### src/hdl/mhf_pkg.sv
// Constants and types shared by the modem host frame forwarder
// Behaviour
// Every station address is 48 bits wide
// Hold modem address and host address separately
// Frames for host address go to host
// Other unicast frames never reach the host
// Own-address frames go to internal stack
// Own-address frames never go to host
// Broadcast frames go to the host
// Multicast to host only via operator filters
// Host programs extra restrictive multicast filters
// Host cannot read or change operator filters
// LLC TEST/XID for host passed unanswered
// Sleeping host woken by pattern match, PME
// Outbound host data units forwarded when enabled
// Framing: sync, frame boundaries, stream error recovery
// Management messages query and configure the modem
// Host can read back its address
// Wake patterns exchanged via management messages
// Address forwarding as bridge, no spanning tree
// Both frame formats passed through unaltered
// No promiscuous forward-all mode exists
// Classify destination unicast, multicast or broadcast
`default_nettype none
package mhf_pkg;
   localparam int ADDR_W = 48;
   localparam int ADDR_BYTES = 6;
   localparam logic [2:0] HDR_LAST = 3'h5;
   localparam logic [47:0] BCAST_ADDR = 48'hFFFF_FFFF_FFFF;
   localparam int GROUP_BIT = 40;
   localparam int FILT_N_DEF = 4;
   localparam logic [47:0] ADDR_RST = 48'h0000_0000_0000;
   localparam logic [31:0] WK_PAT_RST = 32'h0000_0000;
   localparam logic [7:0] WK_OFF_RST = 8'h00;
   localparam logic [7:0] WK_SPAN = 8'h03;
   localparam logic [7:0] POS_MAX = 8'hFF;
   localparam logic [7:0] WK_PAD = 8'h00;
   localparam logic [2:0] CMD_RD_HOST = 3'h0;
   localparam logic [2:0] CMD_SET_MC = 3'h1;
   localparam logic [2:0] CMD_CLR_MC = 3'h2;
   localparam logic [2:0] CMD_MC_EN = 3'h3;
   localparam logic [2:0] CMD_SET_WAKE = 3'h4;
   localparam logic [2:0] CMD_RD_WAKE = 3'h5;
   localparam logic [2:0] CMD_SLEEP = 3'h6;
   typedef enum logic [4:0] {
      ST_IDLE = 5'b00001,
      ST_HDR = 5'b00010,
      ST_EMIT = 5'b00100,
      ST_BODY = 5'b01000,
      ST_DROP = 5'b10000
   } mhf_state_e;
endpackage
`default_nettype wire
### src/hdl/mhf_addr_filter.sv
// Destination address classifier and forwarding decision
`default_nettype none
module mhf_addr_filter #(
   parameter int FILT_N = mhf_pkg::FILT_N_DEF
) (
   input wire logic [mhf_pkg::ADDR_W-1:0] dest_i,
   input wire logic [mhf_pkg::ADDR_W-1:0] host_addr_i,
   input wire logic [mhf_pkg::ADDR_W-1:0] modem_addr_i,
   input wire logic [FILT_N*mhf_pkg::ADDR_W-1:0] op_tab_i,
   input wire logic [FILT_N-1:0] op_vld_i,
   input wire logic [FILT_N*mhf_pkg::ADDR_W-1:0] hm_tab_i,
   input wire logic [FILT_N-1:0] hm_vld_i,
   input wire logic hm_en_i,
   output logic to_host_o,
   output logic to_stack_o
);
   import mhf_pkg::*;

   logic is_bc;
   logic is_mc;
   logic is_uc;
   logic mc_ok;

   function automatic logic tab_hit(input logic [FILT_N*ADDR_W-1:0] tab, input logic [FILT_N-1:0] vld,
                                    input logic [ADDR_W-1:0] a);
      logic h;
      h = 1'b0;
      for (int i = 0; i < FILT_N; i++) begin
         if (vld[i] && tab[i*ADDR_W +: ADDR_W] == a) begin
            h = 1'b1;
         end
      end
      return h;
   endfunction

   always_comb begin
      is_bc = (dest_i == BCAST_ADDR);
      is_mc = dest_i[GROUP_BIT] && !is_bc;
      is_uc = !dest_i[GROUP_BIT];
      // Host list can only narrow the operator list, never widen it
      mc_ok = tab_hit(op_tab_i, op_vld_i, dest_i) && (!hm_en_i || tab_hit(hm_tab_i, hm_vld_i, dest_i));
      // Known-address forwarding only; no learning, no spanning tree, no forward-all path
      to_stack_o = (is_uc && dest_i == modem_addr_i) || is_bc;
      to_host_o = (is_uc && dest_i == host_addr_i && dest_i != modem_addr_i)
                  || is_bc
                  || (is_mc && mc_ok);
   end
endmodule
`default_nettype wire

### src/hdl/mhf_forwarder.sv
// Modem host frame forwarder: downstream filter, upstream path, management, wake
`default_nettype none
module mhf_forwarder #(
   parameter int FILT_N = mhf_pkg::FILT_N_DEF,
   parameter int IDX_W = (FILT_N > 1) ? $clog2(FILT_N) : 1
) (
   input wire logic clk_i,
   input wire logic rst_n_i,
   input wire logic cfg_load_i,
   input wire logic [mhf_pkg::ADDR_W-1:0] cfg_modem_addr_i,
   input wire logic [mhf_pkg::ADDR_W-1:0] cfg_host_addr_i,
   input wire logic cfg_up_en_i,
   input wire logic opf_we_i,
   input wire logic [IDX_W-1:0] opf_idx_i,
   input wire logic [mhf_pkg::ADDR_W-1:0] opf_addr_i,
   input wire logic opf_valid_i,
   input wire logic dn_valid_i,
   input wire logic [7:0] dn_data_i,
   input wire logic dn_sof_i,
   input wire logic dn_eof_i,
   output logic dn_ready_o,
   output logic host_valid_o,
   output logic [7:0] host_data_o,
   output logic host_sof_o,
   output logic host_eof_o,
   output logic host_abort_o,
   output logic stk_valid_o,
   output logic [7:0] stk_data_o,
   output logic stk_sof_o,
   output logic stk_eof_o,
   output logic stk_abort_o,
   input wire logic up_valid_i,
   input wire logic [7:0] up_data_i,
   input wire logic up_sof_i,
   input wire logic up_eof_i,
   input wire logic up_pdu_i,
   output logic up_ready_o,
   output logic cab_valid_o,
   output logic [7:0] cab_data_o,
   output logic cab_sof_o,
   output logic cab_eof_o,
   output logic cab_abort_o,
   input wire logic cab_ready_i,
   input wire logic cmd_valid_i,
   input wire logic [2:0] cmd_op_i,
   input wire logic [IDX_W-1:0] cmd_idx_i,
   input wire logic [mhf_pkg::ADDR_W-1:0] cmd_data_i,
   output logic resp_valid_o,
   output logic [mhf_pkg::ADDR_W-1:0] resp_data_o,
   output logic resp_err_o,
   input wire logic pme_in_i,
   output logic pme_out_o,
   output logic pme_oe_n_o,
   output logic frm_err_o
);
   import mhf_pkg::*;

   // Management and configuration state
   logic [ADDR_W-1:0] modem_reg, modem_next;
   logic [ADDR_W-1:0] host_reg, host_next;
   logic up_en_reg, up_en_next;
   logic [FILT_N*ADDR_W-1:0] op_tab_reg, op_tab_next;
   logic [FILT_N-1:0] op_vld_reg, op_vld_next;
   logic [FILT_N*ADDR_W-1:0] hm_tab_reg, hm_tab_next;
   logic [FILT_N-1:0] hm_vld_reg, hm_vld_next;
   logic hm_en_reg, hm_en_next;
   logic sleep_reg, sleep_next;
   logic [31:0] wk_pat_reg, wk_pat_next;
   logic [7:0] wk_off_reg, wk_off_next;
   logic resp_vld_reg, resp_vld_next;
   logic resp_err_reg, resp_err_next;
   logic [ADDR_W-1:0] resp_data_reg, resp_data_next;

   always_comb begin
      modem_next = modem_reg;
      host_next = host_reg;
      up_en_next = up_en_reg;
      op_tab_next = op_tab_reg;
      op_vld_next = op_vld_reg;
      hm_tab_next = hm_tab_reg;
      hm_vld_next = hm_vld_reg;
      hm_en_next = hm_en_reg;
      sleep_next = sleep_reg;
      wk_pat_next = wk_pat_reg;
      wk_off_next = wk_off_reg;
      resp_vld_next = 1'b0;
      resp_err_next = 1'b0;
      resp_data_next = resp_data_reg;
      if (cfg_load_i) begin
         modem_next = cfg_modem_addr_i;
         host_next = cfg_host_addr_i;
         up_en_next = cfg_up_en_i;
      end
      // Operator list has its own port; no command below touches or returns it
      if (opf_we_i) begin
         op_tab_next[opf_idx_i*ADDR_W +: ADDR_W] = opf_addr_i;
         op_vld_next[opf_idx_i] = opf_valid_i;
      end
      if (cmd_valid_i) begin
         resp_vld_next = 1'b1;
         case (cmd_op_i)
            CMD_RD_HOST: begin
               resp_data_next = host_reg;
            end
            CMD_SET_MC: begin
               hm_tab_next[cmd_idx_i*ADDR_W +: ADDR_W] = cmd_data_i;
               hm_vld_next[cmd_idx_i] = 1'b1;
            end
            CMD_CLR_MC: begin
               hm_vld_next[cmd_idx_i] = 1'b0;
            end
            CMD_MC_EN: begin
               hm_en_next = cmd_data_i[0];
            end
            CMD_SET_WAKE: begin
               wk_pat_next = cmd_data_i[31:0];
               wk_off_next = cmd_data_i[39:32];
            end
            CMD_RD_WAKE: begin
               resp_data_next = {WK_PAD, wk_off_reg, wk_pat_reg};
            end
            CMD_SLEEP: begin
               sleep_next = cmd_data_i[0];
            end
            default: begin
               resp_err_next = 1'b1;
            end
         endcase
      end
   end

   always_ff @(posedge clk_i) begin
      if (!rst_n_i) begin
         modem_reg <= ADDR_RST;
         host_reg <= ADDR_RST;
         up_en_reg <= 1'b0;
         op_tab_reg <= '0;
         op_vld_reg <= '0;
         hm_tab_reg <= '0;
         hm_vld_reg <= '0;
         hm_en_reg <= 1'b0;
         sleep_reg <= 1'b0;
         wk_pat_reg <= WK_PAT_RST;
         wk_off_reg <= WK_OFF_RST;
         resp_vld_reg <= 1'b0;
         resp_err_reg <= 1'b0;
         resp_data_reg <= ADDR_RST;
      end else begin
         modem_reg <= modem_next;
         host_reg <= host_next;
         up_en_reg <= up_en_next;
         op_tab_reg <= op_tab_next;
         op_vld_reg <= op_vld_next;
         hm_tab_reg <= hm_tab_next;
         hm_vld_reg <= hm_vld_next;
         hm_en_reg <= hm_en_next;
         sleep_reg <= sleep_next;
         wk_pat_reg <= wk_pat_next;
         wk_off_reg <= wk_off_next;
         resp_vld_reg <= resp_vld_next;
         resp_err_reg <= resp_err_next;
         resp_data_reg <= resp_data_next;
      end
   end

   // Downstream path: six address bytes held, then replayed once the verdict is known
   mhf_state_e state_reg, state_next;
   logic [ADDR_W-1:0] hdr_reg, hdr_next;
   logic [2:0] hidx_reg, hidx_next;
   logic [2:0] eidx_reg, eidx_next;
   logic to_host_reg, to_host_next;
   logic to_stk_reg, to_stk_next;
   logic [7:0] od_reg, od_next;
   logic hv_reg, hv_next;
   logic sv_reg, sv_next;
   logic osof_reg, osof_next;
   logic oeof_reg, oeof_next;
   logic habt_reg, habt_next;
   logic sabt_reg, sabt_next;
   logic [31:0] win_reg, win_next;
   logic [7:0] pos_reg, pos_next;
   logic wake_reg, wake_next;
   logic flt_host;
   logic flt_stk;
   logic dn_acc;
   logic dn_err;

   mhf_addr_filter #(.FILT_N(FILT_N)) u_filter (
      .dest_i(hdr_next),
      .host_addr_i(host_reg),
      .modem_addr_i(modem_reg),
      .op_tab_i(op_tab_reg),
      .op_vld_i(op_vld_reg),
      .hm_tab_i(hm_tab_reg),
      .hm_vld_i(hm_vld_reg),
      .hm_en_i(hm_en_reg),
      .to_host_o(flt_host),
      .to_stack_o(flt_stk)
   );

   assign dn_ready_o = (state_reg != ST_EMIT);
   assign dn_acc = dn_valid_i && dn_ready_o;

   always_comb begin
      state_next = state_reg;
      hdr_next = hdr_reg;
      hidx_next = hidx_reg;
      eidx_next = eidx_reg;
      to_host_next = to_host_reg;
      to_stk_next = to_stk_reg;
      od_next = od_reg;
      hv_next = 1'b0;
      sv_next = 1'b0;
      osof_next = 1'b0;
      oeof_next = 1'b0;
      habt_next = 1'b0;
      sabt_next = 1'b0;
      dn_err = 1'b0;
      case (state_reg)
         ST_IDLE: begin
            if (dn_acc && !dn_sof_i) begin
               dn_err = 1'b1;
            end
         end
         ST_HDR: begin
            if (dn_acc && !dn_sof_i) begin
               hdr_next[47-8*hidx_reg -: 8] = dn_data_i;
               if (dn_eof_i) begin
                  state_next = ST_IDLE;
               end else if (hidx_reg == HDR_LAST) begin
                  eidx_next = 3'h0;
                  to_host_next = flt_host;
                  to_stk_next = flt_stk;
                  state_next = (flt_host || flt_stk) ? ST_EMIT : ST_DROP;
               end else begin
                  hidx_next = hidx_reg + 3'h1;
               end
            end
         end
         ST_EMIT: begin
            od_next = hdr_reg[47-8*eidx_reg -: 8];
            hv_next = to_host_reg;
            sv_next = to_stk_reg;
            osof_next = (eidx_reg == 3'h0);
            if (eidx_reg == HDR_LAST) begin
               state_next = ST_BODY;
            end else begin
               eidx_next = eidx_reg + 3'h1;
            end
         end
         ST_BODY: begin
            if (dn_acc && dn_sof_i) begin
               habt_next = to_host_reg;
               sabt_next = to_stk_reg;
            end else if (dn_acc) begin
               // Payload, LLC TEST/XID included, goes through untouched and unanswered
               od_next = dn_data_i;
               hv_next = to_host_reg;
               sv_next = to_stk_reg;
               oeof_next = dn_eof_i;
               if (dn_eof_i) begin
                  state_next = ST_IDLE;
               end
            end
         end
         ST_DROP: begin
            if (dn_acc && !dn_sof_i && dn_eof_i) begin
               state_next = ST_IDLE;
            end
         end
         default: begin
            state_next = ST_IDLE;
         end
      endcase
      // A start mark always resynchronises, even mid-frame
      if (dn_acc && dn_sof_i) begin
         hdr_next[47:40] = dn_data_i;
         hidx_next = 3'h1;
         state_next = dn_eof_i ? ST_IDLE : ST_HDR;
         if (state_reg != ST_IDLE) begin
            dn_err = 1'b1;
         end
      end
      win_next = win_reg;
      pos_next = pos_reg;
      wake_next = wake_reg;
      if (hv_next) begin
         win_next = {win_reg[23:0], od_next};
         pos_next = osof_next ? 8'h00 : ((pos_reg == POS_MAX) ? POS_MAX : pos_reg + 8'h01);
         if (sleep_reg && win_next == wk_pat_reg && pos_next == wk_off_reg + WK_SPAN) begin
            wake_next = 1'b1;
         end
      end
      // Wake latch holds until the host leaves sleep
      if (!sleep_reg) begin
         wake_next = 1'b0;
      end
   end

   always_ff @(posedge clk_i) begin
      if (!rst_n_i) begin
         state_reg <= ST_IDLE;
         hdr_reg <= ADDR_RST;
         hidx_reg <= 3'h0;
         eidx_reg <= 3'h0;
         to_host_reg <= 1'b0;
         to_stk_reg <= 1'b0;
         od_reg <= 8'h00;
         hv_reg <= 1'b0;
         sv_reg <= 1'b0;
         osof_reg <= 1'b0;
         oeof_reg <= 1'b0;
         habt_reg <= 1'b0;
         sabt_reg <= 1'b0;
         win_reg <= WK_PAT_RST;
         pos_reg <= 8'h00;
         wake_reg <= 1'b0;
      end else begin
         state_reg <= state_next;
         hdr_reg <= hdr_next;
         hidx_reg <= hidx_next;
         eidx_reg <= eidx_next;
         to_host_reg <= to_host_next;
         to_stk_reg <= to_stk_next;
         od_reg <= od_next;
         hv_reg <= hv_next;
         sv_reg <= sv_next;
         osof_reg <= osof_next;
         oeof_reg <= oeof_next;
         habt_reg <= habt_next;
         sabt_reg <= sabt_next;
         win_reg <= win_next;
         pos_reg <= pos_next;
         wake_reg <= wake_next;
      end
   end

   // Upstream path: one output stage, stalls the host when the cable side stalls
   logic cvld_reg, cvld_next;
   logic [7:0] cdat_reg, cdat_next;
   logic csof_reg, csof_next;
   logic ceof_reg, ceof_next;
   logic cabt_reg, cabt_next;
   logic inf_reg, inf_next;
   logic fwd_reg, fwd_next;
   logic ferr_reg, ferr_next;
   logic up_acc;
   logic fwd_new;

   assign up_ready_o = !cvld_reg || cab_ready_i;
   assign up_acc = up_valid_i && up_ready_o;
   assign fwd_new = up_pdu_i && up_en_reg;

   always_comb begin
      cvld_next = cab_ready_i ? 1'b0 : cvld_reg;
      cdat_next = cdat_reg;
      csof_next = csof_reg;
      ceof_next = ceof_reg;
      cabt_next = cabt_reg;
      inf_next = inf_reg;
      fwd_next = fwd_reg;
      ferr_next = dn_err;
      if (up_acc) begin
         cvld_next = 1'b0;
         cdat_next = up_data_i;
         csof_next = 1'b0;
         ceof_next = up_eof_i;
         cabt_next = 1'b0;
         if (up_sof_i) begin
            ferr_next = dn_err || inf_reg;
            cabt_next = inf_reg && fwd_reg;
            cvld_next = fwd_new || (inf_reg && fwd_reg);
            csof_next = fwd_new;
            ceof_next = up_eof_i && fwd_new;
            fwd_next = fwd_new;
            inf_next = !up_eof_i;
         end else if (inf_reg) begin
            cvld_next = fwd_reg;
            if (up_eof_i) begin
               inf_next = 1'b0;
            end
         end else begin
            ferr_next = 1'b1;
         end
      end
   end

   always_ff @(posedge clk_i) begin
      if (!rst_n_i) begin
         cvld_reg <= 1'b0;
         cdat_reg <= 8'h00;
         csof_reg <= 1'b0;
         ceof_reg <= 1'b0;
         cabt_reg <= 1'b0;
         inf_reg <= 1'b0;
         fwd_reg <= 1'b0;
         ferr_reg <= 1'b0;
      end else begin
         cvld_reg <= cvld_next;
         cdat_reg <= cdat_next;
         csof_reg <= csof_next;
         ceof_reg <= ceof_next;
         cabt_reg <= cabt_next;
         inf_reg <= inf_next;
         fwd_reg <= fwd_next;
         ferr_reg <= ferr_next;
      end
   end

   assign host_valid_o = hv_reg;
   assign host_data_o = od_reg;
   assign host_sof_o = osof_reg && hv_reg;
   assign host_eof_o = oeof_reg && hv_reg;
   assign host_abort_o = habt_reg;
   assign stk_valid_o = sv_reg;
   assign stk_data_o = od_reg;
   assign stk_sof_o = osof_reg && sv_reg;
   assign stk_eof_o = oeof_reg && sv_reg;
   assign stk_abort_o = sabt_reg;
   assign cab_valid_o = cvld_reg;
   assign cab_data_o = cdat_reg;
   assign cab_sof_o = csof_reg;
   assign cab_eof_o = ceof_reg;
   assign cab_abort_o = cabt_reg;
   assign resp_valid_o = resp_vld_reg;
   assign resp_data_o = resp_data_reg;
   assign resp_err_o = resp_err_reg;
   // Open-drain wake line: only ever pulls low
   assign pme_out_o = 1'b0;
   assign pme_oe_n_o = !wake_reg;
   assign frm_err_o = ferr_reg;

   a_emit_six_bytes: assert property (@(posedge clk_i) disable iff (!rst_n_i)
      $rose(state_reg == ST_EMIT) |-> (!dn_ready_o)[*6] ##1 (state_reg == ST_BODY))
      else $error("replay of address bytes not six cycles");
   a_modem_never_host: assert property (@(posedge clk_i) disable iff (!rst_n_i)
      (state_reg == ST_EMIT && to_host_reg) |-> (hdr_reg != modem_reg))
      else $error("own-address frame sent to host");
   a_unicast_host_only: assert property (@(posedge clk_i) disable iff (!rst_n_i)
      (state_reg == ST_EMIT && to_host_reg && !hdr_reg[GROUP_BIT]) |-> (hdr_reg == host_reg))
      else $error("foreign unicast sent to host");
   a_bcast_to_host: assert property (@(posedge clk_i) disable iff (!rst_n_i)
      (state_reg == ST_EMIT && eidx_reg == 3'h0 && hdr_reg == BCAST_ADDR) |-> ##1 host_valid_o && host_sof_o)
      else $error("broadcast not delivered to host");
   a_own_to_stack: assert property (@(posedge clk_i) disable iff (!rst_n_i)
      (state_reg == ST_EMIT && hdr_reg == modem_reg && !hdr_reg[GROUP_BIT]) |-> to_stk_reg && !to_host_reg)
      else $error("own-address frame not steered to stack");
   a_host_addr_read: assert property (@(posedge clk_i) disable iff (!rst_n_i)
      (cmd_valid_i && cmd_op_i == CMD_RD_HOST) |=> resp_valid_o && !resp_err_o && resp_data_o == $past(host_reg))
      else $error("host address readback wrong");
   a_wake_needs_sleep: assert property (@(posedge clk_i) disable iff (!rst_n_i)
      $fell(pme_oe_n_o) |-> $past(sleep_reg) && $past(hv_next))
      else $error("wake asserted without sleep and host byte");
   a_up_forward: assert property (@(posedge clk_i) disable iff (!rst_n_i)
      (up_acc && up_sof_i && fwd_new) |=> cab_valid_o && cab_sof_o && cab_data_o == $past(up_data_i))
      else $error("outbound data unit start not forwarded");
   a_up_block: assert property (@(posedge clk_i) disable iff (!rst_n_i)
      (up_acc && up_sof_i && !fwd_new && !inf_reg) |=> !cab_valid_o)
      else $error("unmarked or disabled frame forwarded");
   a_runt_dropped: assert property (@(posedge clk_i) disable iff (!rst_n_i)
      (state_reg == ST_HDR && dn_acc && !dn_sof_i && dn_eof_i) |=> (state_reg == ST_IDLE) && !host_valid_o)
      else $error("short frame not dropped");
endmodule
`default_nettype wire

### config.mk
export PLATFORM = sky130hd
export DESIGN_NAME = mhf_forwarder
export DESIGN_NICKNAME = d
export VERILOG_FILES = /design/src/hdl/mhf_pkg.sv /design/src/hdl/mhf_addr_filter.sv /design/src/hdl/mhf_forwarder.sv
export SDC_FILE = /design/constraint.sdc
export NUM_CORES = 2
export LEC_CHECK = 0
export BUFFER_PORTS_ARGS = -buffer_cell sky130_fd_sc_hd__buf_2
export CELL_PAD_IN_SITES_DETAIL_PLACEMENT = 0
export CELL_PAD_IN_SITES_GLOBAL_PLACEMENT = 1
export CORE_MARGIN = 1.5
export CORE_UTILIZATION = 49
export DETAILED_ROUTE_END_ITERATION = 6
export HOLD_SLACK_MARGIN = 0.03
export MAX_ROUTING_LAYER = met4
export PLACE_DENSITY_LB_ADDON = 0.25
export SKIP_CTS_REPAIR_TIMING = 1
export SYNTH_ARGS = -nofsm -noshare
export SYNTH_HDL_FRONTEND = slang
export SYNTH_SLANG_ARGS = --single-unit
export TNS_END_PERCENT = 100
### constraint.sdc
create_clock -name clk_i -period 10.6 [get_ports clk_i]
set_input_delay 0.53 -clock clk_i [delete_from_list [all_inputs] [get_ports clk_i]]
set_output_delay 0.53 -clock clk_i [all_outputs]
set_load 0.01 [all_outputs]
; ---- Word level (Yosys, flattened, before mapping)
; Index checks and enable logic that the tools add are counted.
[word_totals]
output_inout_bits = 91
ff_bits = 704
inputBits = 231
word_cells = 257
[classes]
n_mux = 73
magnitude_cmp = 4
n_reduce_logical = 72
n_eq_ne = 43
mul = 2
shift = 7
addsub = 9
n_bitwise = 8
[op_table]
columns = operator, count
row1 = $eq 48x48->1, 10
row2 = $bwmux 192, 2
row3 = $shift 48x34->192 const A, 2
row4 = $shiftx 48x34->192, 2
row5 = $mux 48, 2
row6 = $pmux 48 s2, 1
row7 = $neg 8->34, 2
row8 = $shift 8x34->55 const A, 1
row9 = $shiftx 55x33->8, 1
row10 = $shiftx 8x34->55, 1
row11 = $bwmux 48, 1
row12 = $eq 48x48->1 const B, 1
row13 = $ne 48x48->1, 1
row14 = $mux 5, 9
row15 = $mux 8, 5
row16 = $mux 1, 39
row17 = $neg 32->34, 1
row18 = $eq 32x32->1, 1
row19 = $logic_and 1x1->1, 30
row20 = $pmux 5 s5, 1
row21 = $reduce_and 2->1, 10
row22 = $pmux 8 s2, 1
row23 = $eq 3x3->1 const B, 5
row24 = $ne 3x3->1 const B, 5
row25 = 43 further kinds, 84

; ---- Longest topological paths before layout
[depth]
word_depth = 24
mapped_depth = 19
ltp_nobuf = 14

; ---- Cells and area by module
; A second synthesis with hierarchy kept.
[unflattened]
hier_cells = 4285
hier_area_um2 = 35407.7
[by_module_without_submodules]
columns = module, n_inst, cells_per_inst, seq_area_each_um2, area_per_inst_um2
row1 = mhf_forwarder, 1, 3537, 14093.5, 29689.7
row2 = mhf_addr_filter, 1, 748, 0.0, 5718.0

; ---- Worst setup path before layout
; Ideal clock, no wire load.
[synth_path]
kind = input to register
startpoint = input opf_idx_i[0]
endpoint = register op_tab_reg[10]
required_ns = 10.535
arrival_ns = 3.682
setup_time_ns = 0.065
setup_slack_ns = 6.852
path_stages = 11
path_buffers = 5
cell_sequence = clkbuf_1 -> inv_1 -> clkbuf_1 -> clkbuf_1 -> ha_1 -> clkbuf_1 -> nor3b_1 -> nor4b_1 -> clkbuf_1 -> a22oi_1 -> nor2b_1
[synth_between]
elab_chain_cells = 4
word_cells_on_any_way = 5
cone_classes = 1 x add/sub / 1 x mul / 2 x shift / 1 x mux
[synth_rtl]
columns = element, line_no
row1 = start: declaration, mhf_forwarder.sv:14  ; input wire logic [IDX_W-1:0] opf_idx_i,
row2 = $mul 2x2->4 (*), mhf_forwarder.sv:96  ; op_tab_next[opf_idx_i*ADDR_W +: ADDR_W] = opf_addr_i;
row3 = $neg 8->34 (*), mhf_forwarder.sv:96
row4 = $shiftx 48x34->192 or $shift 48x34->192 (tied branches), mhf_forwarder.sv:96
row5 = $bwmux 192 (*), mhf_forwarder.sv:96
row6 = end signal: assignment, mhf_forwarder.sv:152  ; op_tab_reg <= op_tab_next;
row7 = end: declaration, mhf_forwarder.sv:62  ; logic [FILT_N*ADDR_W-1:0] op_tab_reg, op_tab_next;
; Every way passes the cells marked *; elsewhere a longest branch is shown, timed or not.
; A chain may end at the register's enable or synchronous reset.

; ---- Worst setup path in the final report
[layout_path]
startpoint = register hidx_reg[1]
endpoint = register state_reg[2]
[layout_between]
elab_chain_cells = 24
word_cells_on_any_way = 58
cone_classes = 2 x add/sub / 14 x eq/ne / 2 x shift / 18 x mux / 22 x reduce/logical
[layout_rtl]
columns = element, line_no
row1 = start: declaration, mhf_forwarder.sv:169  ; logic [2:0] hidx_reg, hidx_next;
row2 = start signal: assignment, mhf_forwarder.sv:321  ; hidx_reg <= hidx_next;
row3 = $sub 6x6->7, mhf_forwarder.sv:227  ; hdr_next[47-8*hidx_reg -: 8] = dn_data_i;
row4 = $neg 32->34, mhf_forwarder.sv:227
row5 = $shiftx 8x34->55 or $shift 8x34->55 (tied branches), mhf_forwarder.sv:227
row6 = $bwmux 48, mhf_forwarder.sv:227
row7 = $mux 48, mhf_forwarder.sv:226  ; if (dn_acc && !dn_sof_i) begin
row8 = $mux 48, mhf_forwarder.sv:219  ; case (state_reg)
row9 = $mux 8, mhf_forwarder.sv:276  ; if (dn_acc && dn_sof_i) begin
row10 = $eq 48x48->1, mhf_addr_filter.sv:29  ; if (vld[i] && tab[i*ADDR_W +: ADDR_W] == a) begin
row11 = (+8 left out), n/a
row12 = $logic_or 1x1->1, mhf_addr_filter.sv:46  ; || (is_mc && mc_ok);
row13 = $logic_or 1x1->1, mhf_forwarder.sv:234  ; state_next = (flt_host || flt_stk) ? ST_EMIT : ST_DROP;
row14 = $mux 5, mhf_forwarder.sv:234
row15 = $mux 5, mhf_forwarder.sv:230  ; end else if (hidx_reg == HDR_LAST) begin
row16 = $mux 5, mhf_forwarder.sv:228  ; if (dn_eof_i) begin
row17 = $mux 5, mhf_forwarder.sv:226
row18 = $pmux 5 s5, mhf_forwarder.sv:219
row19 = $mux 5, mhf_forwarder.sv:276
row20 = end signal: assignment, mhf_forwarder.sv:319  ; state_reg <= state_next;
row21 = end: declaration, mhf_forwarder.sv:167  ; mhf_state_e state_reg, state_next;
; Parallel ways exist; a longest one is shown, timed or not. The select of a mux whose other input is x is not followed.

==> parameters.txt <==
Parameter                              Value

Outcome
  Status ... completed

STA
  Final-report max-slew violation count ... 0
  Relative slew slack ... 0.1725
  Time the worst path needs with I/O delays and setup ... 6613 ps
  Setup repair after global routing missed its margin ... no
  Achievable frequency ... 0.1512 GHz
  Fraction of the cycle the final worst path needs ... 0.6238
  Final setup violation count ... 0
  Post-route setup TNS ... 0 ps
  Tightest Pin Transition ... 1217 ps
  Fin Hold WS ... 110.7 ps
  Final Hold Fails ... 0
  Worst Skew ... 31.53 ps
  Final setup slack of the worst path ... 3987 ps

Clock tree
  Clock tree from TritonCTS ... yes
  Number of buffers added by the clock tree synthesis step ... 81
  Deepest clock path buffer count ... 3
  Clock input transition at the sequential cells of the worst setup and hold paths ... 60 ps
  Clock latency reported for the late side of the worst-skew pair ... 670 ps
  H-tree Lvls ... 3
  Clock tree root buffer cell ... sky130_fd_sc_hd__clkbuf_16
  Clock sink count ... 704

Logic synthesis
  Yosys warnings ... 0
  Number of nets in the synthesized netlist ... 4882
  Most instantiated flip-flop cell in the synthesis netlist ... sky130_fd_sc_hd__dfxtp_1
  Yosys top cell by area ... sky130_fd_sc_hd__dfxtp_1
  Number of distinct library cells after synthesis ... 96
  Fraction of post-synthesis cell area in the top cell type by area ... 0.3597
  Proportion of synthesized flip-flops having asynchronous set or reset ... 0
  Post-synthesis instance area ... 39180 um^2
  Flip-flop and latch count after synthesis ... 704
  Number of enable-type register cells in the synthesized netlist ... 0
  Cells after synthesis ... 4631
  Syn avg cell area ... 8.461 um^2
  Largest cells by area after synthesis ... sky130_fd_sc_hd__dfxtp_1, sky130_fd_sc_hd__xnor2_1, sky130_fd_sc_hd__nor2b_1
  Proportion of synthesized chip area in sequential cells ... 0.3597

Routing
  Vias ... 37520
  Routed WL per cell ... 31.10 um
  Count of antenna-violating nets left after detailed routing ... 0
  Count of TritonRoute iterations in the first routing pass ... 6
  Final wirelength ... 182700 um
  DRC viols ... 0
  Number of DRC markers in iteration 0 ... 4866
  Drt via density ... 6.386

Run
  Number of max-cap violations ... 0

Global routing
  Global-route wire length before repair ... 256700 um
  Total routing resource utilization after global routing ... 0.4475
  Number of antenna violations at the first check in global routing ... 9
  Total grt overflow ... 0
  Number of global-route vias before repair ... 34680
  Largest net degree at the start of global routing ... 168

Min path
  Worst hold path type ... in -> reg

Layout
  NumNets Final ... 5007
  Layout overhead on the synthesized area ... 12.74%
  Post-route cell area ... 44170 um^2
  Number of standard cells in the layout, taps in and fillers out ... 5876
  Share of post-route cells with drive strength above 1 ... 0.1368

Power
  Power density normalized to cell area ... 145.5 nW/um^2
  LEAKAGE ... 0.01708 uW
  Peak supply drop ... 125.2 uV

Placed design
  Pre-CTS setup slack ... 4361 ps
  Post-DP HPWL ... 129000 um
  Count of input and output buffers ... 319
  Final weighted congestion in routability-driven placement ... 1.035
  Number of cells after detailed placement ... 5723
  Area post-placement ... 41410 um^2

Critical path
  CP Capture Type ... register
  Crit path arrival time ... 7210 ps
  Maximum fanout encountered on the critical timing path ... 21
  CP Class ... reg -> reg
  CP required ... 11190 ps
  Kind of start point of the critical path ... register

Floorplanning
  Die boundary height ... 285.8 um
  Overall die width ... 285.8 um
  Starting utilization of the core area ... 0.4960
  Core area ... 79000 um^2
  Top-level port count ... 322
  FP Rows ... 103
  Die area ... 81670 um^2
routing by layer:
| layer | up-vias | track usage | part of all wire |
|---|---|---|---|
| met1 | 18160 | 0.5437 | 0.38 |
| li1 | 16530 | - | - |
| met2 | 2196 | 0.6697 | 0.44 |
| met3 | 643 | 0.09171 | 0.095 |
| met5 | - | - | 0 |
| met4 | 0 | 0.2984 | 0.083 |
synth_stat cells, drive strengths merged (77+ instances only):
master,n
dfxtp,704
clkbuf,283
nand2,547
inv,93
mux2i,218
nand3,77
xor2,188
xnor2,285
nand4,87
a21boi,145
nor2b,353
nor2,149
a22oi,213
o21ai,199
a21oi,197
nor4,96
and2,164
buf,96
worst max-delay path: stages, from the launching register on:
cell	delay [ps]
sky130_fd_sc_hd__dfxtp_1	790
sky130_fd_sc_hd__ha_1	480
sky130_fd_sc_hd__and4bb_1	540
sky130_fd_sc_hd__nand4_1	900
sky130_fd_sc_hd__buf_4	590
sky130_fd_sc_hd__mux2i_2	200
sky130_fd_sc_hd__buf_4	400
sky130_fd_sc_hd__o221ai_1	200
sky130_fd_sc_hd__nor4_1	800
sky130_fd_sc_hd__nand4_1	160
sky130_fd_sc_hd__or3_1	610
sky130_fd_sc_hd__nor2_1	320
sky130_fd_sc_hd__nor2_1	110
sky130_fd_sc_hd__a31o_1	290
sky130_fd_sc_hd__a21boi_2	140
power by group:
group	switching, uW	total, uW	leakage (uW)	internal [uW]
sequential	58.5	2760	0.00570	2700
combinational	500	752	0.0100	251
clock	1240	2920	0.00134	1680
total	1800	6430	0.0171	4630
per-stage QoR:
stage	power [uW]	util
floorplan	3210	-
global placement	3534	0.5242
detailed placement	3537	0.5242
CTS	6406	0.5589
global route	6571	0.5591
finish	6428	0.5591
final timing paths:
check | start | end | slack (ps) | cells past startpoint
worst max-delay path | hidx_reg[1]$_SDFFE_PP0P_ | state_reg[2]$_SDFFE_PN0P_ | 3990 | 14
worst min-delay path | up_data_i[3] | cab_data_o[3]$_SDFFE_PN0P_ | 110 | 3
worst max register to register | hidx_reg[1]$_SDFFE_PP0P_ | state_reg[2]$_SDFFE_PN0P_ | 3990 | 14
worst min register to register | sleep_reg$_SDFFE_PN0P_ | wake_reg$_SDFFE_PN0P_ | 450 | 2
cell usage in the layout, fill, tap and decap left out, types with 18 or more instances in the layout:
| cell type | n |
|---|---|
| sky130_fd_sc_hd__dfxtp_1 | 704 |
| sky130_fd_sc_hd__a22o_1 | 30 |
| sky130_fd_sc_hd__clkbuf_8 | 18 |
| sky130_fd_sc_hd__o21ai_0 | 197 |
| sky130_fd_sc_hd__nor3b_1 | 34 |
| sky130_fd_sc_hd__a2111oi_0 | 26 |
| sky130_fd_sc_hd__buf_2 | 316 |
| sky130_fd_sc_hd__xor2_1 | 187 |
| sky130_fd_sc_hd__mux2i_1 | 190 |
| sky130_fd_sc_hd__mux2_2 | 22 |
| sky130_fd_sc_hd__nor2b_1 | 353 |
| sky130_fd_sc_hd__inv_1 | 93 |
| sky130_fd_sc_hd__o22ai_1 | 33 |
| sky130_fd_sc_hd__a21boi_0 | 143 |
| sky130_fd_sc_hd__nor4_1 | 94 |
| sky130_fd_sc_hd__nor3_1 | 39 |
| sky130_fd_sc_hd__a221oi_1 | 38 |
| sky130_fd_sc_hd__a21oi_1 | 194 |
| sky130_fd_sc_hd__nand3_1 | 77 |
| sky130_fd_sc_hd__o211a_1 | 40 |
| sky130_fd_sc_hd__clkbuf_16 | 82 |
| sky130_fd_sc_hd__mux2i_2 | 21 |
| sky130_fd_sc_hd__and2_1 | 161 |
| sky130_fd_sc_hd__nor4b_1 | 19 |
| sky130_fd_sc_hd__a22oi_1 | 213 |
| sky130_fd_sc_hd__nand2_1 | 543 |
| sky130_fd_sc_hd__nor2_1 | 146 |
| sky130_fd_sc_hd__xnor2_1 | 285 |
| sky130_fd_sc_hd__buf_4 | 103 |
| sky130_fd_sc_hd__nand4_1 | 85 |
final cells by class:
cell class | instances | area (um^2)
fill | 7540 | 34830
multi-input combinational | 3453 | 23270
clock inverter | 29 | 375.4
inverter | 95 | 356.6
sequential | 704 | 14090
clock buffer | 117 | 2364
tap | 1050 | 1314
antenna | 7 | 17.52
timing repair buffer | 421 | 2381
kinds of logic (layout without fill, tap and decap cells):
logic type                 Yosys count  after routing  synth area share
AOI/OAI and AO/OA                 1055           1055            0.1853
xor gates and xnor gates           473            473            0.1059
adders and majority gates           20             20          0.006387
buffers and inverters              474            662           0.05061
DFF                                704            704            0.3597
muxes                              253            253           0.07048
other                                1              8        0.00009571
and+or+nand+nor                   1651           1651            0.2215
No activity file was read; power rests on OpenSTA's default activity.
